### src/ddc_ctrl_regs.vh
// register indices, field positions and reset values of the feature path
`ifndef DDC_CTRL_REGS_VH
`define DDC_CTRL_REGS_VH

// register indices; byte address is four times the index
`define IDX_DIGITAL_PATH   6'h24
`define IDX_DECIMATION     6'h25
`define IDX_MIXER          6'h26
`define IDX_STATUS         6'h28
`define IDX_TUNING_A       6'h2A
`define IDX_TUNING_B       6'h31

// digital_path_config fields
`define POS_AVG_EN         5
`define POS_SEL_HI         4
`define POS_SEL_LO         3
`define POS_FEATURE        2
`define POS_DOWNCONVERTER_ENABLE         1

// decimation_config fields
`define POS_SEL_EN         7
`define POS_RATIO_HI       6
`define POS_RATIO_LO       4
`define POS_REAL           3
`define POS_PH_INV         0

// mixer_config fields
`define POS_GAIN_A_HI      7
`define POS_GAIN_A_LO      6
`define POS_ORST_A         5
`define POS_QMIX_A         4
`define POS_GAIN_B_HI      3
`define POS_GAIN_B_LO      2
`define POS_ORST_B         1
`define POS_QMIX_B         0

// writable bits; all others are reserved and read as zero
`define MASK_DIGITAL_PATH  8'h3E
`define MASK_DECIMATION    8'hF9
`define MASK_MIXER         8'hFF

// reset values
`define RST_DIGITAL_PATH   8'h00
`define RST_DECIMATION     8'h00
`define RST_MIXER          8'h00
`define RST_TUNING         32'h00000000

// filter input routing codes
`define ROUTE_STRAIGHT     2'h0
`define ROUTE_A_BOTH       2'h1
`define ROUTE_B_BOTH       2'h2
`define ROUTE_AVG          2'h3

// mixer gain codes
`define GAIN_3DB           2'h1
`define GAIN_6DB           2'h2

// largest valid decimation ratio code
`define RATIO_MAX          3'h5

// phase step of quarter-rate mixing
`define QUARTER_STEP       32'h40000000

`endif

### src/dual_channel_ddc_control.v
// feature path control of a dual-channel converter: registers, routing, filters
//
// Notes on behaviour
// (RQ1) averaging enabled gives (A+B)/2 stream
// (RQ2) software enables mux, code 11, filter, path
// (RQ3) select routes straight, A both, B both, average
// (RQ4) path select clear bypasses features, set includes
// (RQ5) one enable switches both decimation filters
// (RQ6) select codes act only with enable set
// (RQ7) ratio field: bypass, then 2 to 32
// (RQ8) real output: low-pass only, no mixing
// (RQ9) software zeroes tuning word in real mode
// (RQ10) invert bit negates oscillator phase
// (RQ11) per-channel mixer gain 0, 3, 6 dB
// (RQ12) toggle restarts phase, loads new tuning word
// (RQ13) quarter-rate mixing per channel, complex only
// (RQ14) each channel holds 32-bit tuning word
// (RQ15) reserved bits written zero, ignored by device
// (RQ16) all fields reset to zero
//
// The implementer's own choice: the Avalon-MM register port.
`timescale 1ns/1ps
`include "ddc_ctrl_regs.vh"
module dual_channel_ddc_control #(
    parameter W = 14
) (
    input  wire          clk,
    input  wire          rst_n,
    // register bus
    input  wire [7:0]    avs_address,
    input  wire          avs_read,
    input  wire          avs_write,
    input  wire [31:0]   avs_writedata,
    input  wire [3:0]    avs_byteenable,
    output reg  [31:0]   avs_readdata,
    output wire          avs_waitrequest,
    // samples from the converter cores
    input  wire          sample_valid,
    output wire          sample_ready,
    input  wire [W-1:0]  sample_a,
    input  wire [W-1:0]  sample_b,
    // samples towards the output interface
    output wire          out_valid,
    input  wire          out_ready,
    output wire [W+1:0]  out_i_a,
    output wire [W+1:0]  out_q_a,
    output wire [W+1:0]  out_i_b,
    output wire [W+1:0]  out_q_b
);
    localparam OW = W + 2;      // width of one output word
    localparam BW = 4 * OW;     // width of one buffered entry

    // configuration registers
    reg  [7:0]   digital_path_config;  // routing and path select
    reg  [7:0]   decimation_config;    // ratio, real mode, phase
    reg  [7:0]   mixer_config;         // per-channel mixer controls
    reg  [31:0]  tuning_a;             // oscillator word, channel A
    reg  [31:0]  tuning_b;             // oscillator word, channel B

    // bus handshake state
    reg          bus_ack;              // answer cycle of a request
    reg  [31:0]  next_readdata;        // decoded read value

    // oscillator restart edge detection
    reg          orst_a_prev;          // last seen reset bit A
    reg          orst_b_prev;          // last seen reset bit B

    // buffer and channel wiring
    wire         buf_in_ready;         // buffer can take a word
    wire         chan_valid_a;         // word ready from A
    wire         chan_valid_b;         // word ready from B
    wire [OW-1:0] ch_i_a;
    wire [OW-1:0] ch_q_a;
    wire [OW-1:0] ch_i_b;
    wire [OW-1:0] ch_q_b;
    wire [BW-1:0] buf_out;

    // bus decode
    wire [5:0]   word_index = avs_address[7:2];
    wire         bus_req    = avs_read | avs_write;
    wire         do_write   = avs_write & bus_ack;

    // configuration fields
    wire         avg_enable  = digital_path_config[`POS_AVG_EN];
    wire [1:0]   route_code  = digital_path_config[`POS_SEL_HI:`POS_SEL_LO];
    wire         feature_on  = digital_path_config[`POS_FEATURE];
    wire         ddc_enable  = digital_path_config[`POS_DOWNCONVERTER_ENABLE];
    wire         sel_enable  = decimation_config[`POS_SEL_EN];
    wire [2:0]   ratio       = decimation_config[`POS_RATIO_HI:`POS_RATIO_LO];
    wire         real_mode   = decimation_config[`POS_REAL];
    wire         phase_inv   = decimation_config[`POS_PH_INV];
    wire [1:0]   gain_a      = mixer_config[`POS_GAIN_A_HI:`POS_GAIN_A_LO];
    wire [1:0]   gain_b      = mixer_config[`POS_GAIN_B_HI:`POS_GAIN_B_LO];
    wire         orst_a      = mixer_config[`POS_ORST_A];
    wire         orst_b      = mixer_config[`POS_ORST_B];
    wire         qmix_a      = mixer_config[`POS_QMIX_A];
    wire         qmix_b      = mixer_config[`POS_QMIX_B];
    wire [1:0]   eff_route;    // routing in force
    wire         path_active;  // feature block in path
    wire         decimating;   // filters running

    // merge a byte-enabled write into a word
    function [31:0] merge_bytes;
        input [31:0] old;
        input [31:0] wdata;
        input [3:0]  be;
        integer k;
        begin
            merge_bytes = old;
            for (k = 0; k < 4; k = k + 1) begin
                if (be[k])
                    merge_bytes[8*k +: 8] = wdata[8*k +: 8];
            end
        end
    endfunction

    // mean of two samples
    function [W-1:0] average;
        input [W-1:0] a;
        input [W-1:0] b;
        reg   [W:0]   s;
        begin
            s = {a[W-1], a} + {b[W-1], b};
            average = s[W:1];
        end
    endfunction


    // register bus slave


    // first cycle of every request waits, second answers
    assign avs_waitrequest = bus_req & ~bus_ack;

    // answer strobe
    always @(posedge clk) begin
        if (!rst_n) begin
            bus_ack <= 1'b0;
        end else begin
            bus_ack <= bus_req & ~bus_ack;
        end
    end

    // register writes, reserved bits dropped
    always @(posedge clk) begin
        if (!rst_n) begin
            digital_path_config <= `RST_DIGITAL_PATH;  // RQ16
            decimation_config   <= `RST_DECIMATION;    // RQ16
            mixer_config        <= `RST_MIXER;         // RQ16
            tuning_a            <= `RST_TUNING;        // RQ16
            tuning_b            <= `RST_TUNING;        // RQ16
        end else if (do_write) begin
            case (word_index)
                `IDX_DIGITAL_PATH: begin
                    if (avs_byteenable[0])
                        digital_path_config <= avs_writedata[7:0]
                                             & `MASK_DIGITAL_PATH;  // RQ15
                end
                `IDX_DECIMATION: begin
                    if (avs_byteenable[0])
                        decimation_config <= avs_writedata[7:0]
                                           & `MASK_DECIMATION;  // RQ15
                end
                `IDX_MIXER: begin
                    if (avs_byteenable[0])
                        mixer_config <= avs_writedata[7:0] & `MASK_MIXER;
                end
                `IDX_TUNING_A: begin
                    tuning_a <= merge_bytes(tuning_a, avs_writedata,
                                            avs_byteenable);  // RQ14
                end
                `IDX_TUNING_B: begin
                    tuning_b <= merge_bytes(tuning_b, avs_writedata,
                                            avs_byteenable);  // RQ14
                end
                default: begin
                    // unmapped: write ignored
                end
            endcase
        end
    end

    // read decode
    always @* begin
        case (word_index)
            `IDX_DIGITAL_PATH: next_readdata = {24'h000000, digital_path_config};
            `IDX_DECIMATION:   next_readdata = {24'h000000, decimation_config};
            `IDX_MIXER:        next_readdata = {24'h000000, mixer_config};
            `IDX_TUNING_A:     next_readdata = tuning_a;
            `IDX_TUNING_B:     next_readdata = tuning_b;
            `IDX_STATUS:       next_readdata = {24'h000000, 2'h0,
                                                decimating, path_active,
                                                eff_route, ~buf_in_ready,
                                                out_valid};
            default:           next_readdata = 32'h00000000;
        endcase
    end

    // read data loaded in the wait cycle
    always @(posedge clk) begin
        if (!rst_n) begin
            avs_readdata <= 32'h00000000;
        end else if (avs_read && !bus_ack) begin
            avs_readdata <= next_readdata;
        end
    end


    // oscillator restart on a toggle of its own reset bit


    // last seen reset bits
    always @(posedge clk) begin
        if (!rst_n) begin
            orst_a_prev <= 1'b0;
            orst_b_prev <= 1'b0;
        end else begin
            orst_a_prev <= orst_a;
            orst_b_prev <= orst_b;
        end
    end

    wire restart_a = orst_a ^ orst_a_prev;  // RQ12
    wire restart_b = orst_b ^ orst_b_prev;  // RQ12


    // input routing in front of the filters


    // codes act only when enabled
    assign eff_route = sel_enable ? route_code : `ROUTE_STRAIGHT;  // RQ6

    // averaged stream
    wire [W-1:0] avg_sample = average(sample_a, sample_b);  // RQ1

    // feature block and filter state
    assign path_active = feature_on;                 // RQ4
    assign decimating  = feature_on & ddc_enable;    // RQ5

    reg [W-1:0] route_a;   // sample offered to filter A
    reg [W-1:0] route_b;   // sample offered to filter B

    // filter input mux
    always @* begin
        route_a = sample_a;
        route_b = sample_b;
        if (path_active) begin
            case (eff_route)  // RQ3
                `ROUTE_STRAIGHT: begin
                    // defaults hold
                end
                `ROUTE_A_BOTH: begin
                    route_b = sample_a;
                end
                `ROUTE_B_BOTH: begin
                    route_a = sample_b;
                end
                default: begin
                    // averaged, or straight if off
                    if (avg_enable) begin  // RQ1
                        route_a = avg_sample;
                        route_b = avg_sample;
                    end
                end
            endcase
        end
    end


    // the two downconverters


    // path halts while buffer full
    assign sample_ready = buf_in_ready;

    ddc_channel #(
        .W (W)
    ) channel_a (
        .clk          (clk),
        .rst_n        (rst_n),
        .stall        (~buf_in_ready),
        .in_valid     (sample_valid),
        .in_sample    (route_a),
        .process      (decimating),
        .real_mode    (real_mode),
        .phase_invert (phase_inv),
        .quarter_mix  (qmix_a),
        .gain         (gain_a),
        .ratio        (ratio),
        .osc_restart  (restart_a),
        .tuning       (tuning_a),
        .out_valid    (chan_valid_a),
        .out_i        (ch_i_a),
        .out_q        (ch_q_a)
    );

    ddc_channel #(
        .W (W)
    ) channel_b (
        .clk          (clk),
        .rst_n        (rst_n),
        .stall        (~buf_in_ready),
        .in_valid     (sample_valid),
        .in_sample    (route_b),
        .process      (decimating),
        .real_mode    (real_mode),
        .phase_invert (phase_inv),
        .quarter_mix  (qmix_b),
        .gain         (gain_b),
        .ratio        (ratio),
        .osc_restart  (restart_b),
        .tuning       (tuning_b),
        .out_valid    (chan_valid_b),
        .out_i        (ch_i_b),
        .out_q        (ch_q_b)
    );


    // output buffer


    // channels emit together
    pair_buffer #(
        .WIDTH (BW)
    ) out_buffer (
        .clk       (clk),
        .rst_n     (rst_n),
        .in_valid  (chan_valid_a & chan_valid_b),
        .in_ready  (buf_in_ready),
        .in_data   ({ch_i_a, ch_q_a, ch_i_b, ch_q_b}),
        .out_valid (out_valid),
        .out_ready (out_ready),
        .out_data  (buf_out)
    );

    // unpack the head entry
    assign out_i_a = buf_out[4*OW-1:3*OW];
    assign out_q_a = buf_out[3*OW-1:2*OW];
    assign out_i_b = buf_out[2*OW-1:OW];
    assign out_q_b = buf_out[OW-1:0];

endmodule

### src/pair_buffer.v
// two-entry valid/ready buffer with registered head
`timescale 1ns/1ps
module pair_buffer #(
    parameter WIDTH = 64
) (
    input  wire             clk,
    input  wire             rst_n,
    input  wire             in_valid,
    output wire             in_ready,
    input  wire [WIDTH-1:0] in_data,
    output wire             out_valid,
    input  wire             out_ready,
    output wire [WIDTH-1:0] out_data
);
    reg [WIDTH-1:0] head;   // oldest word
    reg [WIDTH-1:0] tail;   // second word
    reg [1:0]       count;  // words held

    wire push = in_valid & in_ready;
    wire pop  = out_valid & out_ready;

    assign in_ready  = (count != 2'h2);
    assign out_valid = (count != 2'h0);
    assign out_data  = head;

    // storage and occupancy
    always @(posedge clk) begin
        if (!rst_n) begin
            count <= 2'h0;
            head  <= {WIDTH{1'b0}};
            tail  <= {WIDTH{1'b0}};
        end else begin
            if (push && pop) begin
                // one in, one out
                if (count == 2'h1) begin
                    head <= in_data;
                end else begin
                    head <= tail;
                    tail <= in_data;
                end
            end else if (pop) begin
                head  <= tail;
                count <= count - 2'h1;
            end else if (push) begin
                if (count == 2'h0) begin
                    head <= in_data;
                end else begin
                    tail <= in_data;
                end
                count <= count + 2'h1;
            end
        end
    end
endmodule

### src/ddc_channel.v
// one downconverter channel: coarse oscillator, mixer, gain, decimator
`timescale 1ns/1ps
`include "ddc_ctrl_regs.vh"
module ddc_channel #(
    parameter W = 14
) (
    input  wire          clk,
    input  wire          rst_n,
    input  wire          stall,
    input  wire          in_valid,
    input  wire [W-1:0]  in_sample,
    input  wire          process,
    input  wire          real_mode,
    input  wire          phase_invert,
    input  wire          quarter_mix,
    input  wire [1:0]    gain,
    input  wire [2:0]    ratio,
    input  wire          osc_restart,
    input  wire [31:0]   tuning,
    output reg           out_valid,
    output reg  [W+1:0]  out_i,
    output reg  [W+1:0]  out_q
);
    localparam AW = W + 7;

    reg  [31:0]  phase;        // oscillator phase
    reg  [31:0]  tuning_live;  // word in use
    reg  [4:0]   count;        // samples in current block
    reg  signed [AW-1:0] acc_i;
    reg  signed [AW-1:0] acc_q;

    wire take = in_valid & ~stall;
    wire [2:0] eff_ratio = (ratio > `RATIO_MAX) ? 3'h0 : ratio;
    wire [4:0] last = (5'h01 << eff_ratio) - 5'h01;
    wire [1:0] quad = phase_invert ? (2'h0 - phase[31:30]) : phase[31:30]; // RQ10
    wire [31:0] step = quarter_mix ? `QUARTER_STEP : tuning_live;  // RQ13
    wire signed [W:0] x = {in_sample[W-1], in_sample};

    // gain after the mixer: 3 dB approximated as x1.375
    function signed [W+1:0] add_gain;
        input signed [W:0] v;
        input [1:0] code;
        reg signed [W+1:0] e;
        begin
            e = {v[W], v};
            if (code == `GAIN_3DB)
                add_gain = e + (e >>> 2) + (e >>> 3);
            else if (code == `GAIN_6DB)
                add_gain = e <<< 1;
            else
                add_gain = e;
        end
    endfunction

    reg signed [W:0] mi;
    reg signed [W:0] mq;
    // quarter-turn rotation by the oscillator quadrant
    always @* begin
        mi = x;
        mq = {(W+1){1'b0}};
        if (!real_mode) begin  // RQ8
            case (quad)
                2'h0: mi = x;
                2'h1: begin mi = {(W+1){1'b0}}; mq = -x; end
                2'h2: mi = -x;
                default: begin mi = {(W+1){1'b0}}; mq = x; end
            endcase
        end
    end

    wire signed [W+1:0] gi = real_mode ? {mi[W], mi} : add_gain(mi, gain);  // RQ11
    wire signed [W+1:0] gq = real_mode ? {mq[W], mq} : add_gain(mq, gain);  // RQ11
    wire signed [AW-1:0] sum_i = acc_i + {{5{gi[W+1]}}, gi};
    wire signed [AW-1:0] sum_q = acc_q + {{5{gq[W+1]}}, gq};
    wire signed [AW-1:0] avg_i = sum_i >>> eff_ratio;
    wire signed [AW-1:0] avg_q = sum_q >>> eff_ratio;

    // oscillator, accumulate and emit
    always @(posedge clk) begin
        if (!rst_n) begin
            phase       <= 32'h00000000;
            tuning_live <= `RST_TUNING;
            count       <= 5'h00;
            acc_i       <= {AW{1'b0}};
            acc_q       <= {AW{1'b0}};
            out_valid   <= 1'b0;
            out_i       <= {(W+2){1'b0}};
            out_q       <= {(W+2){1'b0}};
        end else begin
            if (osc_restart) begin
                phase       <= 32'h00000000;  // RQ12
                tuning_live <= tuning;        // RQ12
            end else if (take && process && !real_mode) begin
                phase <= phase + step;
            end
            if (!stall) begin
                out_valid <= 1'b0;
            end
            if (take && !process) begin
                // filters off: sample passes straight
                out_valid <= 1'b1;
                out_i     <= {x[W], x};
                out_q     <= {(W+2){1'b0}};
                count     <= 5'h00;
                acc_i     <= {AW{1'b0}};
                acc_q     <= {AW{1'b0}};
            end else if (take) begin
                if (count == last) begin  // RQ7
                    out_valid <= 1'b1;
                    out_i     <= avg_i[W+1:0];
                    out_q     <= avg_q[W+1:0];
                    count     <= 5'h00;
                    acc_i     <= {AW{1'b0}};
                    acc_q     <= {AW{1'b0}};
                end else begin
                    count <= count + 5'h01;
                    acc_i <= sum_i;
                    acc_q <= sum_q;
                end
            end
        end
    end
endmodule

### config.mk
export PLATFORM = sky130hd
export DESIGN_NAME = dual_channel_ddc_control
export DESIGN_NICKNAME = d
export VERILOG_FILES = /design/src/dual_channel_ddc_control.v /design/src/pair_buffer.v /design/src/ddc_channel.v
export VERILOG_INCLUDE_DIRS = /design/src
export SDC_FILE = /design/constraint.sdc
export NUM_CORES = 2
export LEC_CHECK = 0
export ABC_CLOCK_PERIOD_IN_PS = 7900
export BUFFER_PORTS_ARGS = -buffer_cell sky130_fd_sc_hd__buf_4
export CAP_MARGIN = 30
export CORE_ASPECT_RATIO = 1.25
export CORE_MARGIN = 3
export CORE_UTILIZATION = 57
export DETAILED_ROUTE_END_ITERATION = 8
export PLACE_DENSITY = 0.78
export SYNTH_ARGS = -nofsm -noshare
export SYNTH_HDL_FRONTEND = slang
export SYNTH_HIERARCHICAL = 1
export SYNTH_SLANG_ARGS = --single-unit
export TNS_END_PERCENT = 20
### constraint.sdc
create_clock -name clk -period 7.9 [get_ports clk]
set_input_delay 0.79 -clock clk [delete_from_list [all_inputs] [get_ports clk]]
set_output_delay 0.79 -clock clk [all_outputs]
set_load 0.005 [all_outputs]
# Word-level counts from Yosys, hierarchy flattened
# Cells that the tools add are included.
# op_classes
shift	5
mul	0
n_addsub	24
muxes	65
bitwise	14
n_reduce_logical	45
n_lt_le_gt_ge	1
eq_ne	23
div_mod_pow	0
# op_table
cell	count
$mux W64	10
$mux W16	14
$pmux W32 S6	1
$mux W15	8
$pmux W15 S2	4
$add A21 B21 Y21	4
$mux W21	4
$sshr A21 B3 Y16	4
$add A15 B13 Y16	4
$add A16 B12 Y16	4
$add A32 B32 Y32	2
$mux W32	2
$mux W14	4
$pmux W14 S2	2
$eq A6 B6 Y1 const B	6
$reduce_and A3 Y1	11
$neg A14 Y15	2
$add A14 B14 Y15	1
$reduce_or A2 Y1	7
$eq A2 B1 Y1 const B	6
$reduce_and A2 Y1	6
$reduce_bool A2 Y1	6
$add A5 B1 Y5 const B	2
$eq A2 B2 Y1 const B	5
22 further kinds	58
# word_totals
in_bits	78
register_bits	536
output_inout_bits	99
ramBits	0
rom_bits	0
n_memories	0
latchBits	0
word_cells	211

# Depth between registers and ports, before layout
# logic_depth
ltp_word	17
depth_mapped	40
depth_no_buf	38

# Cells and area by module
# Netlist, hierarchy kept.
# modules_own_cells
mod	seq_area_each_um2	instances	area_per_inst_um2	cells_per_inst
ddc_channel (channel_b)	2882.8	1	14053.5	1906
ddc_channel (channel_a)	2882.8	1	13490.4	1821
dual_channel_ddc_control	2362.3	1	6294.8	666
pair_buffer	2602.5	1	5551.6	656

# Least setup slack after synthesis
# No wires, ideal clock.
# synth_path
kind	input to register
start	input port sample_a[2]
end	register channel_a.out_q[13]
arrival_time_ns	7.971
setup_time_ns	0.075
path_slack_ns	-0.146
t_required_ns	7.825
path_buffers	2
stages	38
path_cell_list	ha_1 > a21oi_1 > nand2_1 > xor2_1 > nand2_1 > nand2_1 > a22o_1 > clkbuf_1 > or3_1 > nor3_1 > nor2_1 > xnor2_1 > nand2b_1 > fa_1 > inv_1 > ha_1 > a21o_1 > a21oi_1 > [... 2 more ...] > o21ai_0 > a211oi_1 > nor2_1 > nor3_1 > o31ai_1 > a311oi_1 > ha_1 > clkbuf_1 > a21o_1 > a31o_2 > nor4b_1 > a21oi_1 > a31oi_1 > xnor2_1 > and2_1 > a211oi_1 > a2111o_1 > o21ai_0
# synth_between
elab_chain_cells	13
word_cells_on_any_way	14
classes_between	add/sub (5); shift (1); mux (8)
# synth_lines
element	line	rtl
start, declared	dual_channel_ddc_control.v:40	input wire [W-1:0] sample_a,
$add A14 B14 Y15	dual_channel_ddc_control.v:123	s = {a[W-1], a} + {b[W-1], b};
$mux W14	dual_channel_ddc_control.v:260	if (avg_enable) begin
$pmux W14 S2	dual_channel_ddc_control.v:248	case (eff_route)
$mux W14 (*)	dual_channel_ddc_control.v:247	if (path_active) begin
via route_a[2]	dual_channel_ddc_control.v:240	reg [W-1:0] route_a;
$neg A14 Y15	ddc_channel.v:64	2'h1: begin mi = {(W+1){1'b0}}; mq = -x; end
$pmux W15 S2 (*)	ddc_channel.v:62	case (quad)
$mux W15 (*)	ddc_channel.v:61	if (!real_mode) begin
$add A15 B13 Y16	ddc_channel.v:47	add_gain = e + (e >>> 2) + (e >>> 3);
$add A16 B12 Y16	ddc_channel.v:47	
$mux W16	ddc_channel.v:46	if (code == `GAIN_3DB)
$mux W16 (*)	ddc_channel.v:72	wire signed [W+1:0] gq = real_mode ? {mq[W], mq} : add_gain(mq, gain);
$add A21 B21 Y21 (*)	ddc_channel.v:74	wire signed [AW-1:0] sum_q = acc_q + {{5{gq[W+1]}}, gq};
$sshr A21 B3 Y16 (*)	ddc_channel.v:76	wire signed [AW-1:0] avg_q = sum_q >>> eff_ratio;
end signal, assigned	ddc_channel.v:88	out_q <= {(W+2){1'b0}};
end signal, assigned	ddc_channel.v:103	out_q <= {(W+2){1'b0}};
end signal, assigned	ddc_channel.v:111	out_q <= avg_q[W+1:0];
end, declared	ddc_channel.v:22	output reg [W+1:0] out_q
# Mark *: on every way through the listed nets, which the timed path passes. The rest lies on a longest branch.
# A chain may end at the register's enable or synchronous reset.

# Final worst setup path
# layout_path
start	register digital_path_config[5]
end	register channel_b.out_q[14]
# layout_between
elab_chain_cells	12
word_cells_on_any_way	13
classes_between	add/sub (4); shift (1); mux (8)
# layout_lines
element	line	rtl
start, declared	dual_channel_ddc_control.v:54	reg [7:0] digital_path_config;
start signal, assigned	dual_channel_ddc_control.v:147	digital_path_config <= `RST_DIGITAL_PATH;
start signal, assigned	dual_channel_ddc_control.v:156	digital_path_config <= avs_writedata[7:0]
$mux W14 (*)	dual_channel_ddc_control.v:260	
$pmux W14 S2 (*)	dual_channel_ddc_control.v:248	
$mux W14 (*)	dual_channel_ddc_control.v:247	
via route_b[1]	dual_channel_ddc_control.v:241	reg [W-1:0] route_b;
$neg A14 Y15	ddc_channel.v:64	
$pmux W15 S2 (*)	ddc_channel.v:62	
$mux W15 (*)	ddc_channel.v:61	
$add A15 B13 Y16	ddc_channel.v:47	
$add A16 B12 Y16	ddc_channel.v:47	
$mux W16	ddc_channel.v:46	
$mux W16 (*)	ddc_channel.v:72	
$add A21 B21 Y21 (*)	ddc_channel.v:74	
$sshr A21 B3 Y16 (*)	ddc_channel.v:76	
end signal, assigned	ddc_channel.v:88	
end signal, assigned	ddc_channel.v:103	
end signal, assigned	ddc_channel.v:111	
end, declared	ddc_channel.v:22	
# Marks and branches as above.

==> metrics.yaml <==
min_path:
  min_path_type: "in -> reg"
final_layout:
  final_nets: 5966
  area_growth_pct: 21.6
  fin_area_mm2: 0.0479
  final_cell_count_no_fill: 6524
  fill_cells: 5421
  postLayoutCoreUtil_pct: 70.1
  layout-drive-gt1-share_pct: 20.0
sta:
  rsz0062_at_grt: "true"
  worst_clock_skew_ns: 0.0364
  final.min_clock_period_ns: 7.68
  slew_headroom_pct: 30.4
  setup_viol: 0
  fin_hold_ws_ns: 0.434
  drv_slew: 0
  hold_viol: 0
  finalCritPeriodShare_pct: 97.2
  worst_pin_slew_ns: 1.04
  max_freq_ghz: 0.130
yosys:
  synth_edf_count: 0
  synth.distinct_cells: 118
  ys.flop_type: "dfxtp_1"
  yosys_warnings: 6
  yosysSeqAreaShare_pct: 27.2
  synth_cells: 5049
  synth_area_per_cell_um2: 7.80
  netlist_area_mm2: 0.0394
  ys_ff_latch: 536
  synthArstFlopShare_pct: 0
  syn-num-nets: 5410
drt:
  drc: 0
  dr.pass1.iters: 9
  wl_per_cell_um: 19.7
  drtIter0Drc: 3717
  wl_um: 128000
  final_antenna_net_count: 0
  viasPerCell: 6.21
  vias: 40493
setup_path:
  critPathKind: "reg -> reg"
  critPathRequiredTime_ns: 8.46
  arrival_ns: 8.24
  slowest_stage: "dfxtp_1"
  startpoint: "digital_path_config[5]$_SDFFE_PN0P_"
  r2r_slack_ns: 0.22
  reg2reg_from: "digital_path_config[5]$_SDFFE_PN0P_"
  critPathLaunchType: "flip-flop"
  critPathMaxFanout: 5
  cp-endpoint: "channel_b/out_q[14]$_SDFFE_PP0P_"
  endpoint_kind: "flip-flop"
  slowest_delay_ns: 0.52
  cp.depth: 33
  crit_buf_inv: 5
  cpLargestDelayFamily: "compound AO/OA/AOI/OAI gates"
  rr_worst_depth: 33
  worstReg2RegEnd: "channel_b/out_q[14]$_SDFFE_PP0P_"
run:
  cap_viol_max_count: 0
grt:
  grt_pass1_wl_um: 198000
  grt_max_degree: 119
  grt.total_usage_pct: 33.7
  antenna_found_initial: 3
  grt_overflow_total: 0
  grt_pass1_vias: 38164
clock_network:
  htreeDepth: 2
  path_clk_slew_ns: 0.07
  cts_hold_buf: 0
  cts_buffers: 54
  cts-root-buf: "clkbuf_16"
  clock_sinks: 536
  cts_buffer_depth: 3
  clk_latency_ns: 0.65
  cts_tree: "yes"
die:
  start_util_pct: 57.7
  boundaryPins: 177
  die_w_um: 241
  rows: 107
  core-area_mm2: 0.0683
  die_height_um: 300
  die_area_mm2: 0.0723
power:
  p_leak_nw: 20.6
  irDropWorstVdd_mv: 0.247
  power_density_mw_per_mm2: 164
  p_total_mw: 7.87
placement:
  placed_area_mm2: 0.0451
  place_congestion: 1.00
  numPortBuffers: 174
  post-place-cells: 6405
  dpl.hpwl_um: 93500
status:
  status: "finished, final reports clean"
## logic make-up after synthesis
| group | after synthesis | share of synthesized area [%] |
|---|---|---|
| mux | 287 | 7.43 |
| compound gates | 1366 | 22.9 |
| xor+xnor | 173 | 3.88 |
| flops | 536 | 27.2 |
| simple gates | 1885 | 22.8 |
| fa+ha+maj | 283 | 10.1 |
| buf+inv | 519 | 5.64 |
## worst min path at each step
stage / from / endpoint / slack, ns / cells after the start
2_1_floorplan: out_buffer/tail[0]$_SDFFE_PN0P_ / out_buffer/tail[0]$_SDFFE_PN0P_ / 0.43 / 2
3_3_place_gp: channel_b/phase[29]$_SDFFE_PP0P_ / channel_b/phase[29]$_SDFFE_PP0P_ / 0.44 / 2
3_5_place_dp: channel_b/phase[4]$_SDFFE_PP0P_ / channel_b/phase[4]$_SDFFE_PP0P_ / 0.45 / 2
4_1_cts: avs_writedata[25] / tuning_b[25]$_SDFFE_PN0P_ / 0.41 / 3
5_1_grt: avs_writedata[23] / tuning_b[23]$_SDFFE_PN0P_ / 0.43 / 3
6_report: avs_writedata[25] / tuning_b[25]$_SDFFE_PN0P_ / 0.43 / 3
## stage by stage
stage               setup WS, ns  setup TNS [ns]
floorplan                -0.0185         -0.0185
global placement          -0.635          -19.24
detailed placement        -0.690          -22.31
CTS                      0.00633               0
global route              -0.138           -1.47
finish                     0.221               0
## synthesized netlist by cell type, types with 10 or more instances
cell | number | area share [%]
a211o_1 | 12 | 0.27
a211oi_1 | 74 | 1.4
a21o_1 | 77 | 1.5
a21oi_1 | 343 | 4.4
a221o_1 | 12 | 0.30
a221oi_1 | 63 | 1.4
a22o_1 | 16 | 0.36
a22oi_1 | 82 | 1.6
a31oi_1 | 112 | 1.8
and2_1 | 31 | 0.49
and3_1 | 43 | 0.68
buf_1 | 16 | 0.15
buf_2 | 22 | 0.28
buf_6 | 19 | 0.54
clkbuf_1 | 241 | 2.3
dfxtp_1 | 536 | 27
fa_1 | 57 | 2.9
ha_1 | 226 | 7.2
inv_1 | 207 | 2.0
mux2_2 | 13 | 0.37
mux2i_1 | 270 | 6.9
nand2_1 | 686 | 6.5
nand2b_1 | 52 | 0.83
nand3_1 | 118 | 1.5
nand3b_1 | 19 | 0.36
nand4_1 | 30 | 0.48
nor2_1 | 478 | 4.6
nor2b_1 | 172 | 2.7
nor3_1 | 89 | 1.1
nor3b_1 | 40 | 0.76
nor4_1 | 17 | 0.27
o211a_1 | 10 | 0.25
o211ai_1 | 42 | 0.80
o21a_1 | 26 | 0.50
o21ai_0 | 263 | 3.3
o21ai_1 | 15 | 0.19
o21bai_1 | 22 | 0.42
o22ai_1 | 16 | 0.25
o311ai_0 | 13 | 0.29
o31a_1 | 13 | 0.29
o31ai_1 | 33 | 0.63
or2_2 | 16 | 0.25
or3_1 | 43 | 0.68
xnor2_1 | 109 | 2.4
xor2_1 | 63 | 1.4
## flip-flops by register name, summed over array words and instances, names as in the netlist, 2 cells and up
name	cells
out_buffer/out_data	64
out_buffer/tail	64
avs_readdata	32
channel_a/phase	32
channel_a/tuning_live	32
channel_b/phase	32
channel_b/tuning_live	32
tuning_a	32
tuning_b	32
channel_a/acc_i	21
channel_a/acc_q	21
channel_b/acc_i	21
channel_b/acc_q	21
channel_a/out_i	16
channel_a/out_q	16
channel_b/out_i	16
channel_b/out_q	16
mixer_config	8
decimation_config	6
channel_a/count	5
channel_b/count	5
digital_path_config	5
out_buffer/count	2
## timing repair
| item | 4_1_cts | 5_1_grt |
|---|---|---|
| pin swaps | 0 | 52 |
| setup endpoints to repair | 4 | 68 |
| gates resized for setup | 4 | 142 |
| setup buffers | 0 | 16 |
| gates cloned | 0 | 0 |
## worst register-to-register path: cells and delay by family (launching register included)
family          cells  cell delay [ns]
xor+xnor            1             0.10
simple gates        9             2.13
flops               1             0.52
compound gates     14             2.92
fa+ha+maj           4             1.39
buf+inv             5             0.54
## layer usage
metal	vias to the layer above	global-route usage (%)	wire length (µm)
li1	19137	-	-
met1	19253	41.7	50400
met2	1696	57.0	60900
met3	407	4.71	9800
met4	0	17.5	7390
met5	-	0	0
## area by class of cell
type / count / area, µm² / share of cell area, %
Clock inverter: 34 / 517 / 1.08
Tap cell: 872 / 1090 / 2.28
Inverter: 214 / 803 / 1.68
Sequential cell: 536 / 10700 / 22.4
Multi-Input combinational cell: 3994 / 27200 / 56.8
Timing Repair Buffer: 805 / 6090 / 12.7
Antenna cell: 3 / 7.51 / 0.0157
Clock buffer: 66 / 1440 / 3.00
## cell usage in the layout, fill, tap and decap left out, drive strengths merged, types with 173 or more instances in the layout
cell type	count
a21oi	345
buf	805
dfxtp	536
ha	226
inv	212
mux2i	270
nand2	687
nor2	486
nor2b	173
o21ai	280
## report_power, final
group | internal, mW | switching, mW
combinational | 0.793 | 1.17
clock | 1.64 | 1.23
sequential | 2.89 | 0.154
Note: power is estimated with default switching activity, not from simulation.
